## src/rtl/qdac_pkg.sv

```systemverilog
// Constants, register map and frame layout for the quad converter serial control block.
// How it works
// - Sixteen-bit input shift register, loaded by serial clock.
// - Frame is four control bits plus data.
// - Word arrives most significant bit first.
// - Top two bits pick the target channel.
// - Bit 13 selects sleep or normal operation.
// - Bit 12 controls when holding registers update.
// - Reset clears input and holding registers.
// - After reset: normal operation, zero codes.
// - Sleep turns off all four outputs together.
// - Holding codes are plain unsigned binary.
// - Holding register, not input register, drives output.
// - Frame select high ignores clock and data.
// - One bit per falling clock, sixteen edges.
// - Early frame select rise aborts, nothing changes.
// - Sleep bit zero powers down, one normal.
// - Update bit zero copies all; one loads the input register only.
package qdac_pkg;
  localparam int WORD_BITS = 16;
  localparam int RESOLUTION = 12;
  localparam int CHANNELS = 4;
  localparam int CNT_BITS = 5;
  localparam logic [CNT_BITS-1:0] LAST_BIT = 5'h0F;

  // Field positions inside the received word.
  localparam int CHSEL_HI_POS = 15;
  localparam int CHSEL_LO_POS = 14;
  localparam int SLEEP_POS = 13;
  localparam int UPDATE_POS = 12;
  localparam int DATA_MSB_POS = 11;

  // Bus layout.
  localparam int ADDR_BITS = 6;
  localparam int DATA_BITS = 32;
  localparam logic [ADDR_BITS-1:0] CTRL_OFS = 6'h00;
  localparam logic [ADDR_BITS-1:0] STATUS_OFS = 6'h04;
  localparam logic [ADDR_BITS-1:0] HOLD_BASE_OFS = 6'h08;
  localparam logic [ADDR_BITS-1:0] INPUT_BASE_OFS = 6'h18;
  localparam int CTRL_ENABLE_POS = 0;
  localparam int STATUS_NORMAL_POS = 0;
  localparam int STATUS_BUSY_POS = 1;
  localparam int STATUS_COUNT_LSB = 8;
  localparam int COUNT_BITS = 8;

  // Reset values.
  localparam logic CTRL_ENABLE_RST = 1'b1;
  localparam logic NORMAL_RST = 1'b1;
  localparam logic [RESOLUTION-1:0] CODE_RST = 12'h000;
endpackage

```

## src/rtl/qdac_ctrl.sv

```systemverilog
// Top of the quad converter control: pin link, double-buffered code registers, bus slave.
//
// The address map and register access over Avalon-MM are this design's own decisions.
`timescale 1ns/1ps
module qdac_ctrl (
  input wire logic clk,
  input wire logic sys_rst,
  input wire logic frame_n_pin,
  input wire logic sclk_pin,
  input wire logic din_pin,
  input wire logic [qdac_pkg::ADDR_BITS-1:0] avs_address,
  input wire logic avs_read,
  input wire logic avs_write,
  input wire logic [qdac_pkg::DATA_BITS-1:0] avs_writedata,
  input wire logic [3:0] avs_byteenable,
  output logic [qdac_pkg::DATA_BITS-1:0] avs_readdata,
  output logic avs_waitrequest,
  output logic [qdac_pkg::RESOLUTION-1:0] code_a,
  output logic [qdac_pkg::RESOLUTION-1:0] code_b,
  output logic [qdac_pkg::RESOLUTION-1:0] code_c,
  output logic [qdac_pkg::RESOLUTION-1:0] code_d,
  output logic [qdac_pkg::CHANNELS-1:0] out_enable,
  output logic normal_mode
);
  typedef logic [qdac_pkg::RESOLUTION-1:0] code_t;

  logic [2:0] pins_s;
  logic word_valid;
  logic [qdac_pkg::WORD_BITS-1:0] word;
  logic busy;

  code_t inreg_q [qdac_pkg::CHANNELS];
  code_t inreg_d [qdac_pkg::CHANNELS];
  code_t hold_q [qdac_pkg::CHANNELS];
  code_t hold_d [qdac_pkg::CHANNELS];
  logic [qdac_pkg::CHANNELS-1:0] dirty_q, dirty_d;
  logic [qdac_pkg::CHANNELS-1:0] oe_q, oe_d;
  logic normal_q, normal_d;
  logic [qdac_pkg::COUNT_BITS-1:0] frames_q, frames_d;

  logic enable_q, enable_d;
  logic wait_q, wait_d;
  logic [qdac_pkg::DATA_BITS-1:0] rdata_q, rdata_d;

  // Extracts the data field; narrower builds drop the low-order bits.
  function automatic code_t word_code(input logic [qdac_pkg::WORD_BITS-1:0] w);
    word_code = w[qdac_pkg::DATA_MSB_POS -: qdac_pkg::RESOLUTION];
  endfunction

  // Frame select and serial clock idle high, so their stages reset high; this avoids a
  // false frame start or a false clock fall right after reset.
  qdac_bit_sync #(
    .WIDTH(3),
    .RST_VAL(3'h6)
  ) u_sync (
    .clk(clk),
    .sys_rst(sys_rst),
    .pin_in({frame_n_pin, sclk_pin, din_pin}),
    .pin_sync(pins_s)
  );

  qdac_shifter u_shifter (
    .clk(clk),
    .sys_rst(sys_rst),
    .sclk_s(pins_s[1]),
    .din_s(pins_s[0]),
    .frame_n_s(pins_s[2]),
    .link_enable(enable_q),
    .word_valid(word_valid),
    .word(word),
    .busy(busy)
  );

  // Word commit. Holding registers only follow input registers that changed since the
  // last update, which avoids needless output glitches on unchanged channels.
  always_comb begin
    logic [1:0] ch;
    ch = 2'h0;
    inreg_d = inreg_q;
    hold_d = hold_q;
    dirty_d = dirty_q;
    normal_d = normal_q;
    frames_d = frames_q;
    if (word_valid) begin
      ch = word[qdac_pkg::CHSEL_HI_POS:qdac_pkg::CHSEL_LO_POS];
      inreg_d[ch] = word_code(word);
      dirty_d[ch] = 1'b1;
      normal_d = word[qdac_pkg::SLEEP_POS];
      frames_d = frames_q + 8'h01;
      if (!word[qdac_pkg::UPDATE_POS]) begin
        for (int i = 0; i < qdac_pkg::CHANNELS; i++) begin
          if (dirty_d[i]) begin
            hold_d[i] = inreg_d[i];
          end
        end
        dirty_d = '0;
      end
    end
    // All four outputs go high-impedance together in sleep.
    oe_d = {qdac_pkg::CHANNELS{normal_d}};
  end

  // Power-on state is normal operation with zero codes everywhere.
  always_ff @(posedge clk or posedge sys_rst) begin
    if (sys_rst) begin
      for (int i = 0; i < qdac_pkg::CHANNELS; i++) begin
        inreg_q[i] <= qdac_pkg::CODE_RST;
        hold_q[i] <= qdac_pkg::CODE_RST;
      end
      dirty_q <= '0;
      oe_q <= {qdac_pkg::CHANNELS{qdac_pkg::NORMAL_RST}};
      normal_q <= qdac_pkg::NORMAL_RST;
      frames_q <= '0;
    end else begin
      inreg_q <= inreg_d;
      hold_q <= hold_d;
      dirty_q <= dirty_d;
      oe_q <= oe_d;
      normal_q <= normal_d;
      frames_q <= frames_d;
    end
  end

  // Only the holding registers reach the converter outputs.
  assign code_a = hold_q[0];
  assign code_b = hold_q[1];
  assign code_c = hold_q[2];
  assign code_d = hold_q[3];
  assign out_enable = oe_q;
  assign normal_mode = normal_q;

  // Bus slave. Every access sees one cycle of waitrequest, then completes; this
  // costs a cycle but keeps readdata and waitrequest straight from flip-flops.
  always_comb begin
    logic req;
    logic [3:0] idx;
    req = avs_read | avs_write;
    idx = 4'h0;
    wait_d = ~(req & wait_q);
    enable_d = enable_q;
    rdata_d = rdata_q;
    if (req && wait_q) begin
      rdata_d = '0;
      if (avs_address == qdac_pkg::CTRL_OFS) begin
        rdata_d[qdac_pkg::CTRL_ENABLE_POS] = enable_q;
      end else if (avs_address == qdac_pkg::STATUS_OFS) begin
        rdata_d[qdac_pkg::STATUS_NORMAL_POS] = normal_q;
        rdata_d[qdac_pkg::STATUS_BUSY_POS] = busy;
        rdata_d[qdac_pkg::STATUS_COUNT_LSB +: qdac_pkg::COUNT_BITS] = frames_q;
      end else if (avs_address >= qdac_pkg::HOLD_BASE_OFS
                   && avs_address < qdac_pkg::INPUT_BASE_OFS) begin
        idx = 4'((avs_address - qdac_pkg::HOLD_BASE_OFS) >> 2);
        rdata_d[qdac_pkg::RESOLUTION-1:0] = hold_q[idx[1:0]];
      end else if (avs_address >= qdac_pkg::INPUT_BASE_OFS
                   && avs_address < (qdac_pkg::INPUT_BASE_OFS + 6'h10)) begin
        idx = 4'((avs_address - qdac_pkg::INPUT_BASE_OFS) >> 2);
        rdata_d[qdac_pkg::RESOLUTION-1:0] = inreg_q[idx[1:0]];
      end
    end
    if (avs_write && !wait_q && avs_address == qdac_pkg::CTRL_OFS && avs_byteenable[0]) begin
      enable_d = avs_writedata[qdac_pkg::CTRL_ENABLE_POS];
    end
  end

  always_ff @(posedge clk or posedge sys_rst) begin
    if (sys_rst) begin
      wait_q <= 1'b1;
      enable_q <= qdac_pkg::CTRL_ENABLE_RST;
      rdata_q <= '0;
    end else begin
      wait_q <= wait_d;
      enable_q <= enable_d;
      rdata_q <= rdata_d;
    end
  end

  assign avs_readdata = rdata_q;
  assign avs_waitrequest = wait_q;
endmodule

```

## src/rtl/qdac_bit_sync.sv

```systemverilog
// Two-flop synchroniser for pin inputs coming from outside the clock domain.
`timescale 1ns/1ps
module qdac_bit_sync #(
  parameter int WIDTH = 1,
  parameter logic [WIDTH-1:0] RST_VAL = '0
) (
  input wire logic clk,
  input wire logic sys_rst,
  input wire logic [WIDTH-1:0] pin_in,
  output logic [WIDTH-1:0] pin_sync
);
  logic [WIDTH-1:0] meta_q;
  logic [WIDTH-1:0] sync_q;

  // The first stage feeds only the second one.
  always_ff @(posedge clk or posedge sys_rst) begin
    if (sys_rst) begin
      meta_q <= RST_VAL;
      sync_q <= RST_VAL;
    end else begin
      meta_q <= pin_in;
      sync_q <= meta_q;
    end
  end

  assign pin_sync = sync_q;
endmodule

```

## src/rtl/qdac_shifter.sv

```systemverilog
// Frame receiver: finds serial clock falls and assembles one sixteen-bit word.
`timescale 1ns/1ps
module qdac_shifter (
  input wire logic clk,
  input wire logic sys_rst,
  input wire logic sclk_s,
  input wire logic din_s,
  input wire logic frame_n_s,
  input wire logic link_enable,
  output logic word_valid,
  output logic [qdac_pkg::WORD_BITS-1:0] word,
  output logic busy
);
  typedef enum logic [2:0] {
    IDLE = 3'b001,
    SHIFT = 3'b010,
    DONE = 3'b100
  } rx_state_t;

  rx_state_t state_q, state_d;
  logic [qdac_pkg::WORD_BITS-1:0] shift_q, shift_d;
  logic [qdac_pkg::CNT_BITS-1:0] cnt_q, cnt_d;
  logic sclk_prev_q, sclk_prev_d;
  logic valid_q, valid_d;
  logic fall;

  assign fall = sclk_prev_q & ~sclk_s;

  // Next state. Once sixteen bits are in, further edges are ignored until a new frame.
  always_comb begin
    state_d = state_q;
    shift_d = shift_q;
    cnt_d = cnt_q;
    sclk_prev_d = sclk_s;
    valid_d = 1'b0;
    unique case (state_q)
      IDLE: begin
        if (!frame_n_s && link_enable) begin
          state_d = SHIFT;
          cnt_d = '0;
        end
      end
      SHIFT: begin
        if (frame_n_s) begin
          state_d = IDLE;
        end else if (fall) begin
          shift_d = {shift_q[qdac_pkg::WORD_BITS-2:0], din_s};
          cnt_d = cnt_q + 5'h01;
          if (cnt_q == qdac_pkg::LAST_BIT) begin
            state_d = DONE;
            valid_d = 1'b1;
          end
        end
      end
      DONE: begin
        if (frame_n_s) begin
          state_d = IDLE;
        end
      end
      default: begin
        state_d = IDLE;
      end
    endcase
  end

  // The shift register keeps the last word, so the word output is stable with the pulse.
  always_ff @(posedge clk or posedge sys_rst) begin
    if (sys_rst) begin
      state_q <= IDLE;
      shift_q <= '0;
      cnt_q <= '0;
      sclk_prev_q <= 1'b1; // Serial clock idles high, so no false fall follows reset.
      valid_q <= 1'b0;
    end else begin
      state_q <= state_d;
      shift_q <= shift_d;
      cnt_q <= cnt_d;
      sclk_prev_q <= sclk_prev_d;
      valid_q <= valid_d;
    end
  end

  assign word_valid = valid_q;
  assign word = shift_q;
  assign busy = (state_q == SHIFT);
endmodule

```

## config.mk

```make
export PLATFORM = sky130hd
export DESIGN_NAME = qdac_ctrl
export DESIGN_NICKNAME = d
export VERILOG_FILES = /design/src/rtl/qdac_pkg.sv /design/src/rtl/qdac_ctrl.sv /design/src/rtl/qdac_bit_sync.sv /design/src/rtl/qdac_shifter.sv
export SDC_FILE = /design/constraint.sdc
export NUM_CORES = 1
export LEC_CHECK = 0
export BUFFER_PORTS_ARGS = -buffer_cell sky130_fd_sc_hd__clkbuf_2
export CAP_MARGIN = 20
export CELL_PAD_IN_SITES_DETAIL_PLACEMENT = 1
export CELL_PAD_IN_SITES_GLOBAL_PLACEMENT = 2
export CORE_MARGIN = 4
export CORE_UTILIZATION = 38
export DETAILED_ROUTE_END_ITERATION = 7
export PLACE_DENSITY_LB_ADDON = 0.1
export SYNTH_ARGS = -nofsm -noshare
export SYNTH_HDL_FRONTEND = slang
export SYNTH_HIERARCHICAL = 1
export SYNTH_SLANG_ARGS = --single-unit
```

## constraint.sdc

```tcl
create_clock -name clk -period 5.1 [get_ports clk]
set_input_delay 1.02 -clock clk [delete_from_list [all_inputs] [get_ports clk]]
set_output_delay 1.02 -clock clk [all_outputs]
set_load 0.02 [all_outputs]
```

# --- Word level (Yosys, flattened, before mapping) ---
# Cells that the tools add are included.
op_classes:
  eq_ne: 11
  n_addsub: 4
  n_lt_le_gt_ge: 10
  bitwise: 11
  n_reduce_logical: 20
  mux: 35
ops:
  columns: ["op", "n"]
  rows:
  - ["2-to-1 mux 12 bit", 7]
  - ["binary-select mux 12 bit (select 2 bit)", 2]
  - ["bitwise mux 48 bit", 1]
  - ["demux 12 bit (select 2 bit)", 1]
  - ["2-to-1 mux 15 bit", 1]
  - ["2-to-1 mux 3 bit", 5]
  - ["2-to-1 mux 5 bit", 3]
  - ["AND reduction 3 bit", 5]
  - ["2-to-1 mux 4 bit", 3]
  - ["one-hot mux 5 bit (2 select lines)", 1]
  - ["greater-or-equal comparator 3 bit (second input constant)", 3]
  - ["logical AND 1 bit", 9]
  - ["inverter 2 -> 3 bit", 3]
  - ["one-hot mux 3 bit (3 select lines)", 1]
  - ["adder 8 x 1 -> 8 bit (second input constant)", 1]
  - ["AND reduction 4 bit", 2]
  - ["subtractor 4 bit (second input constant)", 2]
  - ["2-to-1 mux 1 bit", 7]
  - ["== test 6 x 3 -> 1 bit (second input constant)", 1]
  - ["greater-or-equal comparator 6 x 4 -> 1 bit (second input constant)", 1]
  - ["greater-or-equal comparator 6 x 5 -> 1 bit (second input constant)", 1]
  - ["zero test 6 bit", 1]
  - ["less-than comparator 6 x 5 -> 1 bit (second input constant)", 1]
  - ["less-than comparator 6 bit (second input constant)", 1]
  - ["20 further kinds", 28]
totals:
  out_inout_bits: 86
  ff_bits: 160
  wordCells: 113

# --- Depth between registers and ports, before layout ---
# Gate-level depths: netlist of run 1.
logic_depth:
  depth_word: 9
  mapped_depth: 6
  ltp_nobuf: 6

# --- By module ---
# Netlist of run 1, hierarchy kept.
by_module_without_submodules:
  columns: ["mod", "instances", "cells_per_inst", "area_per_inst_um2", "seq_area_each_um2"]
  rows:
  - ["qdac_ctrl", 1, 523, 6332.3, 3181.8]
  - ["qdac_shifter", 1, 89, 1187.4, 653.1]
  - ["qdac_bit_sync", 1, 7, 158.9, 155.1]

# --- Worst setup path after synthesis of run 1 ---
# No wires, ideal clock.
synth_timing:
  path_type: "input to register"
  from: "input avs_address[2] (netlist name)"
  to: "register rdata_q (netlist bit avs_readdata[11])"
  path_slack_ps: 2977
  path_buffers: 2
  t_arrival_ps: 1973
  path_stages: 5
  cell_sequence: "buf_6 > buf_6 > mux4_2 > o21ai_0 > a41oi_1"
synth_via:
  elab_chain_cells: 9
synth_lines:
  columns: ["item", "line", "text"]
  rows:
  - ["start: declaration", "qdac_ctrl.sv:11", "input wire logic [qdac_pkg::ADDR_BITS-1:0] avs_address,"]
  - ["subtractor 4 bit", "qdac_ctrl.sv:152, qdac_ctrl.sv:156", null]
  - ["inverter 2 -> 3 bit (implied by the code)", "qdac_ctrl.sv:153, qdac_ctrl.sv:157", null]
  - ["binary-select mux 12 bit (select 2 bit)", "qdac_ctrl.sv:157", "rdata_d[qdac_pkg::RESOLUTION-1:0] = inreg_q[idx[1:0]];"]
  - ["2-to-1 mux 12 bit (implied by the code) (2 in series)", "qdac_ctrl.sv:157", null]
  - ["2-to-1 mux 12 bit", "qdac_ctrl.sv:154", "end else if (avs_address >= qdac_pkg::INPUT_BASE_OFS"]
  - ["2-to-1 mux 12 bit", "qdac_ctrl.sv:150", "end else if (avs_address >= qdac_pkg::HOLD_BASE_OFS"]
  - ["2-to-1 mux 4 bit", "qdac_ctrl.sv:146", "end else if (avs_address == qdac_pkg::STATUS_OFS) begin"]
  - ["2-to-1 mux 15 bit *", "qdac_ctrl.sv:144", "if (avs_address == qdac_pkg::CTRL_OFS) begin"]
  - ["end signal: assignment", "qdac_ctrl.sv:173", "rdata_q <= rdata_d;"]
  - ["end: declaration", "qdac_ctrl.sv:43", "logic [qdac_pkg::DATA_BITS-1:0] rdata_q, rdata_d;"]
# Mark *: on every way between the ends. The rest lies on a longest branch, timed or not. The select of a mux whose other input is x is not followed.
# A chain may end at the register's enable or synchronous reset.

# --- Worst setup path in the final report of run 1 ---
layout_timing:
  from: "input avs_address[3] (netlist name)"
  to: "register rdata_q (netlist bit avs_readdata[1])"
layout_via:
  elab_chain_cells: 9
layout_lines:
  columns: ["item", "line"]
  rows:
  - ["subtractor 4 bit", "qdac_ctrl.sv:152, qdac_ctrl.sv:156"]
  - ["inverter 2 -> 3 bit (implied by the code)", "qdac_ctrl.sv:153, qdac_ctrl.sv:157"]
  - ["binary-select mux 12 bit (select 2 bit)", "qdac_ctrl.sv:157"]
  - ["2-to-1 mux 12 bit (implied by the code) (2 in series)", "qdac_ctrl.sv:157"]
  - ["2-to-1 mux 12 bit", "qdac_ctrl.sv:154"]
  - ["2-to-1 mux 12 bit", "qdac_ctrl.sv:150"]
  - ["2-to-1 mux 2 bit", "qdac_ctrl.sv:146"]
  - ["2-to-1 mux 15 bit *", "qdac_ctrl.sv:144"]
# Marked as above.

==> results.sh, run 1 <==
export IMPL_outcome="finished, final reports clean"
export IMPL_rr_worst_depth=4
export IMPL_drive_gt1_share_pct=34.7
export IMPL_synth_area_per_cell_sq_um=12.4
export IMPL_ant_nets=0
export IMPL_placed_cells=941
export IMPL_globalplace_congestion=0.756
export IMPL_seq_area_sq_um=3990
export IMPL_finalHoldViolations=0
export IMPL_die_w_um=150
export IMPL_coreArea_sq_um=19700
export IMPL_reg2reg_slack_ps=2730
export IMPL_synth_top_area_share_pct=48.9
export IMPL_totalNegativeSetupSlack_ps=0
export IMPL_track_usage_pct=20.0
export IMPL_yosysMostFrequentCell="dfrtp_1"
export IMPL_tightest_slew_ps=1070
export IMPL_grt_pass1_vias=5466
export IMPL_numCtsBuffers=17
export IMPL_overflow=0
export IMPL_end_kind="flip-flop"
export IMPL_hold_class="flip-flop to flip-flop"
export IMPL_slowest_delay_ps=600
export IMPL_drc=0
export IMPL_clk_pin_slew_ps=60
export IMPL_multi_input_area_sq_um=3310
export IMPL_layout_cells_non_filler=973
export IMPL_setup_viol=0
export IMPL_synth_common_cells="dfrtp_1, o21ai_0, nand2_1, mux2_2, mux2i_1"
export IMPL_synth_area_leaders="dfrtp_1, mux2_2, mux4_2, mux2i_1, o21ai_0"
export IMPL_peakVddDrop_mv=0.239
export IMPL_syn2layout_area_growth_pct=15.4
export IMPL_slowest_stage="mux4_2"
export IMPL_yosysUniqueCellTypes=54
export IMPL_synthArstFlopShare_pct=100
export IMPL_nNetsFinal=747
export IMPL_cp_data_arrival_time_ps=2900
export IMPL_critPathKind="input port to flip-flop"
export IMPL_start_util_pct=39.1
export IMPL_synth_enable_flop_cells=0
export IMPL_synth_main_ff_cell="dfrtp_1"
export IMPL_via_count=5116
export IMPL_holdPathStages=0
export IMPL_finalClockSkew_ps=14.5
export IMPL_fmax_mhz=387
export IMPL_period_minus_slack_ps=2580
export IMPL_io_buffers=84
export IMPL_dieArea_sq_um=22500
export IMPL_slew_violations=0
export IMPL_grt_max_degree=66
export IMPL_yosysWarningCount=6
export IMPL_yosysSeqAreaShare_pct=52.0
export IMPL_ioPinCount=135
export IMPL_cp_start_kind="input port"
export IMPL_totalWireLength_um=21600
export IMPL_cts_buffer_depth=2
export IMPL_antennaDiodeCount=0
export IMPL_power_per_cell_area_nw_per_um2=323
export IMPL_nFillCells=2120
export IMPL_post_cts_buffers=0
export IMPL_syn_area_sq_um=7680
export IMPL_cts_tree="built"
export IMPL_synth_seq_cells=159
export IMPL_synthCells=619
export IMPL_die_h_um=150
export IMPL_hpwl_um=14800
export IMPL_rsz0062_at_grt="false"
export IMPL_crit_path_cell_trace="clkbuf_2 -> buf_4 -> mux4_2 -> nand2_1 -> nand3_1 -> o221a_1"
export IMPL_timing_max_cap_violations=0
export IMPL_post_route_util_pct=45.1
export IMPL_hold_buffers=0
export IMPL_antenna_found_initial=1
export IMPL_clock_latency_ps=430
export IMPL_dr_pass1_iters=4
export IMPL_drt_iter0_markers=201
export IMPL_htree_levels=4
export IMPL_cts_resized=0
export IMPL_grt_pass1_wl_um=33700
export IMPL_wire_per_inst_um=22.2
export IMPL_rows=51
export IMPL_leakagePower_nw=4.08
export IMPL_required_ps=5410
export IMPL_synth_area_leader_cell="dfrtp_1"
export IMPL_clockRootBuffer="clkbuf_16"
export IMPL_critical_path_max_fanout=19
export IMPL_vias_per_cell=5.26
export IMPL_cts_sinks=159
export IMPL_max_slew_margin_rel_pct=28.4
export IMPL_fin_crit_sh_pct=50.7
## layer usage
metal / share of wire (%) / track usage [%]
met1: 47 / 28.0
met2: 48 / 32.4
met3: 3.9 / 4.06
met4: 0.89 / 4.35
met5: 0.037 / 0
## path summary, 6_finish.rpt
| kind | from | to |
|---|---|---|
| max | avs_address[3] | avs_readdata[1]$_DFFE_PP0P_ |
| min | u_sync/meta_q[1]$_DFF_PP1_ | u_sync/pin_sync[1]$_DFF_PP1_ |
| max reg2reg | avs_waitrequest$_DFF_PP1_ | avs_readdata[1]$_DFFE_PP0P_ |
| min reg2reg | u_sync/meta_q[1]$_DFF_PP1_ | u_sync/pin_sync[1]$_DFF_PP1_ |
| max in group asynchronous | sys_rst | dirty_q[0]$_DFFE_PP0P_ |
| min in group asynchronous | sys_rst | u_sync/meta_q[0]$_DFF_PP0_ |
## through the flow
step / power (W) / worst slack [ps] / cell area, sq um / hold WS (ps)
after floorplan: 0.00144 / 701 / 7730 / 331
after global placement: 0.00147 / 2050 / 8190 / 334
after detailed placement: 0.00148 / 2020 / 8220 / 345
after CTS: 0.00290 / 2490 / 8860 / 360
after global routing: 0.00296 / 2370 / 8860 / 363
final: 0.00286 / 2520 / 8860 / 359
## report_power, final
group          switching [W]  internal, W  total, W
combinational       0.000110    0.0000430  0.000153
sequential         0.0000140      0.00128   0.00130
clock               0.000527     0.000881   0.00141
total               0.000650      0.00221   0.00286
## cell usage in the layout (no fill, tap or decap), drive strengths merged, types with 6 or more instances in the layout
cell / count
mux2: 67
nor2: 18
conb: 16
clkbuf: 105
inv: 9
mux2i: 49
nand3: 8
xnor2: 7
nand2: 67
dfstp: 9
o21ai: 77
nand4: 8
a31oi: 10
dfrtp: 150
nor2b: 6
mux4: 24
buf: 15
## flip-flops by register name, summed over array words and instances (netlist names)
signal,cells
frames_q,8
enable_q,1
code_c,12
u_shifter/cnt_q,5
u_shifter/word_valid,1
u_sync/pin_sync,3
code_a,12
avs_readdata,16
u_shifter/word,16
avs_waitrequest,1
dirty_q,4
normal_mode,1
inreg_q,48
u_sync/meta_q,3
code_d,12
u_shifter/sclk_prev_q,1
u_shifter/state_q,3
code_b,12
## cell type report
type | count | share of cell area (%)
clock buffer | 21 | 5.08
timing repair buffer | 99 | 6.24
clock inverter | 11 | 2.13
tap | 265 | 3.74
inverter | 10 | 0.452
sequential | 159 | 45.0
multi-input combinational | 408 | 37.3
## kinds of logic (layout without fill, tap and decap cells)
logic type      Yosys count  in the layout  share of synthesized area, %
other cells               1             16                        0.0488
simple gates            133            133                          9.09
buf+inv                  67            141                          5.83
fa+ha+maj                 3              3                         0.489
compound gates          108            108                          8.02
xor+xnor                  8              8                         0.913
mux                     140            140                          23.6
flops                   159            159                          52.0
## worst max-delay path, delay by kind of cell
family | cells | cell delay, ps
AOI/OAI and AO/OA | 1 | 260
and+or+nand+nor | 2 | 160
muxes | 1 | 600
buffers and inverters | 2 | 830
No activity file was read; power rests on OpenSTA's default activity.
==> inputs of run 2 (changes only) <==
==> constraint.sdc (replaced) <==
create_clock -name clk -period 2.6 [get_ports clk]
set_input_delay 0.52 -clock clk [delete_from_list [all_inputs] [get_ports clk]]
set_output_delay 0.52 -clock clk [all_outputs]
set_load 0.02 [all_outputs]
==> run 2 against run 1 <==
- utilization grew 0.54 points
- die area stayed put
- sequential share of layout area decreased by 0.53 points
- clock skew shrank 7.6 ps
- routed wire length down 3.9%
- setup slack got worse by 2100 ps
- clock power grew 81%
- register-to-register slack worse by 2300 ps
- combinational power rose by 100%
- global-route usage fell by 0.51 points
==> results.sh, run 2 (synthesized netlist as in run 1, its figures left out) <==
export IMPL_nFillCells=2123
export IMPL_nNetsFinal=757
export IMPL_htree_levels=4
export IMPL_finalClockSkew_ps=6.88
export IMPL_timing_max_cap_violations=0
export IMPL_critical_path_max_fanout=8
export IMPL_clock_latency_ps=420
export IMPL_globalplace_congestion=0.778
export IMPL_rows=51
export IMPL_clk_pin_slew_ps=60
export IMPL_final_common_cell="dfrtp_1"
export IMPL_cts_buffer_depth=2
export IMPL_grt_pass1_wl_um=33200
export IMPL_wire_per_inst_um=21.1
export IMPL_cts_resized=0
export IMPL_start_util_pct=39.1
export IMPL_die_w_um=150
export IMPL_rr_worst_depth=4
export IMPL_grt_max_degree=35
export IMPL_via_count=5088
export IMPL_clockRootBuffer="clkbuf_16"
export IMPL_track_usage_pct=19.5
export IMPL_power_per_cell_area_nw_per_um2=603
export IMPL_overflow=0
export IMPL_totalNegativeSetupSlack_ps=0
export IMPL_detailed_place_area_sq_um=8330
export IMPL_end_kind="flip-flop"
export IMPL_final_cell_mix="dfrtp_1, clkbuf_2, o21ai_0"
export IMPL_grt_pass1_vias=5539
export IMPL_rsz0062_at_grt="false"
export IMPL_max_slew_margin_rel_pct=43.4
export IMPL_leakagePower_nw=4.14
export IMPL_ant_nets=0
export IMPL_largest_register_ffs=48
export IMPL_ioPinCount=135
export IMPL_period_minus_slack_ps=2190
export IMPL_hpwl_um=15000
export IMPL_drc=0
export IMPL_setup_viol=0
export IMPL_hold_class="input port to asynchronous set/reset pin"
export IMPL_cp_start_kind="flip-flop"
export IMPL_layout_cells_non_filler=983
export IMPL_hold_buffers=0
export IMPL_io_buffers=84
export IMPL_cts_tree="built"
export IMPL_slew_violations=0
export IMPL_dieArea_sq_um=22500
export IMPL_tightest_slew_ps=847
export IMPL_totalWireLength_um=20700
export IMPL_fin_crit_sh_pct=84.0
export IMPL_syn2layout_area_growth_pct=16.8
export IMPL_drive_gt1_share_pct=35.9
export IMPL_dr_pass1_iters=4
export IMPL_fin_hold_ws_ps=29.9
export IMPL_outcome="finished, final reports clean"
export IMPL_finalHoldViolations=0
export IMPL_coreArea_sq_um=19700
export IMPL_cts_sinks=159
export IMPL_drt_iter0_markers=185
export IMPL_post_cts_buffers=0
export IMPL_fmax_mhz=458
export IMPL_numCtsBuffers=17
export IMPL_required_ps=2900
export IMPL_cp_data_arrival_time_ps=2490
export IMPL_design_area_sq_um=8970
export IMPL_largest_register="inreg_q"
export IMPL_peakVddDrop_mv=0.437
export IMPL_critPathKind="flip-flop to flip-flop"
export IMPL_vias_per_cell=5.18
export IMPL_antennaDiodeCount=0
export IMPL_antenna_found_initial=1
export IMPL_placed_cells=949
export IMPL_post_route_util_pct=45.6
export IMPL_die_h_um=150
[run 2: where the power goes]
| part | internal, W | switching [W] | leakage, nW |
|---|---|---|---|
| Sequential | 0.00252 | 0.0000275 | 2.17 |
| Combinational | 0.0000964 | 0.000217 | 1.68 |
| Clock | 0.00154 | 0.00101 | 0.291 |
| Total | 0.00416 | 0.00126 | 4.14 |
[run 2: metal layers]
layer / wire [um] / part of all wire [%] / GRT usage (%) / up-vias
met5: 13 / 0.063 / 0 / -
met4: 191 / 0.92 / 4.12 / 2
met3: 788 / 3.8 / 4.55 / 12
met2: 10300 / 50 / 32.0 / 82
met1: 9470 / 46 / 26.7 / 2623
li1: - / - / - / 2369
[run 2: final cells by class]
type | instances | area (sq um) | area share, %
sequential | 159 | 3990 | 44.5
multi-input combinational | 408 | 3310 | 36.9
timing repair buffer | 109 | 693 | 7.73
clock buffer | 23 | 498 | 5.55
tap | 265 | 332 | 3.70
clock inverter | 9 | 106 | 1.19
inverter | 10 | 41.3 | 0.461
[run 2: final timing paths]
path | slack (ps) | end | from
max | 410 | inreg_q[40]$_DFFE_PP0P_ | u_shifter/word[14]$_DFFE_PP0P_
max reg2reg | 410 | inreg_q[40]$_DFFE_PP0P_ | u_shifter/word[14]$_DFFE_PP0P_
min | 30 | u_sync/meta_q[0]$_DFF_PP0_ | sys_rst
min reg2reg | 350 | u_sync/pin_sync[0]$_DFF_PP0_ | u_sync/meta_q[0]$_DFF_PP0_
min in group clk | 180 | u_sync/meta_q[2]$_DFF_PP1_ | frame_n_pin
max in group asynchronous | 1630 | avs_waitrequest$_DFF_PP1_ | sys_rst
[run 2: through the flow]
stage          setup slack [ps]  total power [W]
4_1_cts                     402          0.00548
3_3_place_gp                467          0.00290
6_report                    415          0.00541
2_1_floorplan               515          0.00282
3_5_place_dp                446          0.00291
5_1_grt                     323          0.00564
[run 2: worst max-delay path, stage by stage, from the launching register on]
cell and delay [ps]:
dfrtp_1 450, nor2_2 470, and2_0 550, buf_4 260, mux2_2 340
==> inputs of run 3 (changes only) <==
--- a/config.mk
+++ b/config.mk
@@ -5,12 +5,13 @@
 export SDC_FILE = /design/constraint.sdc
 export NUM_CORES = 1
 export LEC_CHECK = 0
+export ABC_AREA = 1
 export BUFFER_PORTS_ARGS = -buffer_cell sky130_fd_sc_hd__clkbuf_2
 export CAP_MARGIN = 20
 export CELL_PAD_IN_SITES_DETAIL_PLACEMENT = 1
 export CELL_PAD_IN_SITES_GLOBAL_PLACEMENT = 2
 export CORE_MARGIN = 4
-export CORE_UTILIZATION = 38
+export CORE_UTILIZATION = 30
 export DETAILED_ROUTE_END_ITERATION = 7
 export PLACE_DENSITY_LB_ADDON = 0.1
 export SYNTH_ARGS = -nofsm -noshare
==> constraint.sdc (replaced) <==
create_clock -name clk -period 1.75 [get_ports clk]
set_input_delay 0.35 -clock clk [delete_from_list [all_inputs] [get_ports clk]]
set_output_delay 0.35 -clock clk [all_outputs]
set_load 0.02 [all_outputs]
==> run 3 against run 2 <==
- global-route usage is 0.84 points higher
- die area grew 27%
- register-to-register slack got worse by 140 ps
- clock skew grew 3.5 ps
- routed wire length grew 37%
- count of clock-buffer cells in the layout did not move
- cell count rose by 45%
- clock power increased by 55%
- sequential power up 69%
- synthesized cell count up 56%
- non-clock buffer count rose by 42
- via count is 34% higher
- highest routed layer is now met4
==> results.sh, run 3 <==
export IMPL_grt_max_degree=41
export IMPL_wire_per_inst_um=19.9
export IMPL_multi_input_area_sq_um=3140
export IMPL_timing_max_cap_violations=0
export IMPL_rsz0062_at_grt="false"
export IMPL_cts_buffer_depth=2
export IMPL_slew_violations=0
export IMPL_largest_register_ffs=48
export IMPL_overflow=0
export IMPL_grt_pass1_vias=6955
export IMPL_outcome="finished, final reports clean"
export IMPL_clk_pin_slew_ps=60
export IMPL_drt_iter0_markers=414
export IMPL_seq_area_sq_um=3990
export IMPL_end_kind="primary output"
export IMPL_fmax_mhz=635
export IMPL_clockRootBuffer="clkbuf_16"
export IMPL_nFillCells=3095
export IMPL_synth_top_area_share_pct=48.0
export IMPL_required_ps=1400
export IMPL_ant_nets=0
export IMPL_reg2reg_slack_ps=270
export IMPL_cp_top_family="flip-flops"
export IMPL_htree_levels=4
export IMPL_critical_path_max_fanout=7
export IMPL_dieArea_sq_um=28700
export IMPL_via_count=6813
export IMPL_power_per_cell_area_nw_per_um2=1100
export IMPL_dp_worst_setup_slack_ps=-252
export IMPL_cts_resized=0
export IMPL_finalClockSkew_ps=10.4
export IMPL_track_usage_pct=20.3
export IMPL_totalWireLength_um=28300
export IMPL_max_slew_margin_rel_pct=36.3
export IMPL_synthCells=964
export IMPL_leakagePower_nw=4.59
export IMPL_crit_path_cell_trace="clkbuf_2"
export IMPL_ioPinCount=135
export IMPL_tightest_slew_ps=952
export IMPL_rows=58
export IMPL_detailed_place_area_sq_um=8910
export IMPL_synth_common_cells="nand2_1, dfrtp_1, o21ai_0, inv_1, nor2_1"
export IMPL_die_w_um=169
export IMPL_clock_latency_ps=440
export IMPL_yosysMostFrequentCell="nand2_1"
export IMPL_yosysSeqAreaShare_pct=51.0
export IMPL_finalHoldViolations=0
export IMPL_vias_per_cell=4.78
export IMPL_syn2layout_area_growth_pct=22.0
export IMPL_synth_area_leader_cell="dfrtp_1"
export IMPL_slowest_delay_ps=600
export IMPL_largest_register="inreg_q"
export IMPL_setup_viol=0
export IMPL_grt_pass1_wl_um=43900
export IMPL_yosysUniqueCellTypes=35
export IMPL_final_cell_mix="nand2_1, dfrtp_1, o21ai_0"
export IMPL_syn_area_sq_um=7820
export IMPL_totalNegativeSetupSlack_ps=0
export IMPL_cp_data_arrival_time_ps=1230
export IMPL_synth_enable_flop_cells=0
export IMPL_yosysWarningCount=6
export IMPL_globalplace_congestion=0.828
export IMPL_drive_gt1_share_pct=20.2
export IMPL_io_buffers=84
export IMPL_hpwl_um=21500
export IMPL_die_h_um=169
export IMPL_synth_main_ff_cell="dfrtp_1"
export IMPL_antennaDiodeCount=0
export IMPL_final_common_cell="nand2_1"
export IMPL_fin_crit_sh_pct=90.0
export IMPL_synth_seq_cells=159
export IMPL_slowest_stage="dfstp_2"
export IMPL_fin_ws_ps=175
export IMPL_coreArea_sq_um=25400
export IMPL_numCtsBuffers=17
export IMPL_cts_tree="built"
export IMPL_hold_class="input port to flip-flop"
export IMPL_peakVddDrop_mv=0.535
export IMPL_cts_sinks=159
export IMPL_nNetsFinal=1134
export IMPL_start_util_pct=30.8
export IMPL_drc=0
export IMPL_critPathKind="flip-flop to primary output"
export IMPL_synthArstFlopShare_pct=100
export IMPL_period_minus_slack_ps=1580
export IMPL_synth_area_leaders="dfrtp_1, nand2_1, o21ai_0, nand3_1, inv_1"
export IMPL_synth_area_per_cell_sq_um=8.11
export IMPL_cp_start_kind="flip-flop"
export IMPL_timing_critical_path_buf_inv=1
export IMPL_design_area_sq_um=9540
export IMPL_dr_pass1_iters=5
export IMPL_antenna_found_initial=0
-- run 3: cell count changes in the layout (fill, tap and decap cells not counted), moves of 25 or more --
cell	before	now
nand3_1	8	74
nand2_1	62	275
nor2_1	16	79
mux2_2	57	0
o21ai_0	70	95
mux2i_1	49	0
inv_1	8	80
buf_4	17	54
-- run 3: final timing paths --
path                                                 from                           end  cells after the start
hold / removal                                    din_pin    u_sync/meta_q[0]$_DFF_PP0_                      1
setup / recovery                  normal_mode$_DFFE_PP1P_                 out_enable[1]                      1
max in group asynchronous                         sys_rst       inreg_q[12]$_DFFE_PP0P_                      5
setup reg to reg           u_shifter/word[15]$_DFFE_PP0P_         code_b[3]$_DFFE_PP0P_                      6
min in group asynchronous                         sys_rst    u_sync/meta_q[0]$_DFF_PP0_                      3
hold reg to reg                u_sync/meta_q[0]$_DFF_PP0_  u_sync/pin_sync[0]$_DFF_PP0_                      0
-- run 3: stage by stage --
step                      instances  hold slack (ps)  util (%)  power, W
after floorplan                 979              138         -   0.00556
after global placement         1390              300      35.1   0.00663
after detailed placement       1390              301      35.1   0.00665
after CTS                      1425            0.599      37.6    0.0106
after global routing           1425             5.53      37.6    0.0111
final                          1425             22.2      37.6    0.0105
-- run 3: layer usage --
metal	routed length (um)	global-route usage, %	vias up
li1	-	-	3335
met1	14500	30.5	3338
met2	12500	30.6	113
met3	759	3.00	27
met4	635	5.78	0
met5	0	0	-
-- run 3: what timing repair did --
item,4_1_cts,5_1_grt
hold buffers,3,0
buffers inserted,0,0
endpoints found under the hold margin,17,0
-- run 3: where the power goes --
group / internal [W] / total, W / switching [W] / leakage (nW)
Sequential: 0.00394 / 0.00431 / 0.000375 / 2.16
Clock: 0.00233 / 0.00396 / 0.00163 / 0.284
Combinational: 0.000609 / 0.00224 / 0.00164 / 2.15
Total: 0.00688 / 0.0105 / 0.00364 / 4.59
-- run 3: kinds of logic (layout without fill, tap and decap cells) --
kind of cell             after synthesis  count (layout)  share of synthesized area [%]
AND/OR/NAND/NOR                      451             451                           24.1
AO/OA/AOI/OAI                        188             188                           14.1
flip-flops                           159             159                           51.0
buffers and inverters                156             272                           9.60
XOR/XNOR                               6               6                          0.672
adder cells (fa/ha/maj)                3               3                          0.480
other                                  1              16                         0.0479
-- run 3: area by class of cell --
type / instances / share of cell area (%)
repair buffers: 151 / 11.1
clock buffers: 23 / 4.90
flip-flops and latches: 159 / 41.8
inverters: 89 / 3.59
clock inverters: 9 / 1.42
well taps: 330 / 4.33
multi-input cells: 664 / 32.9
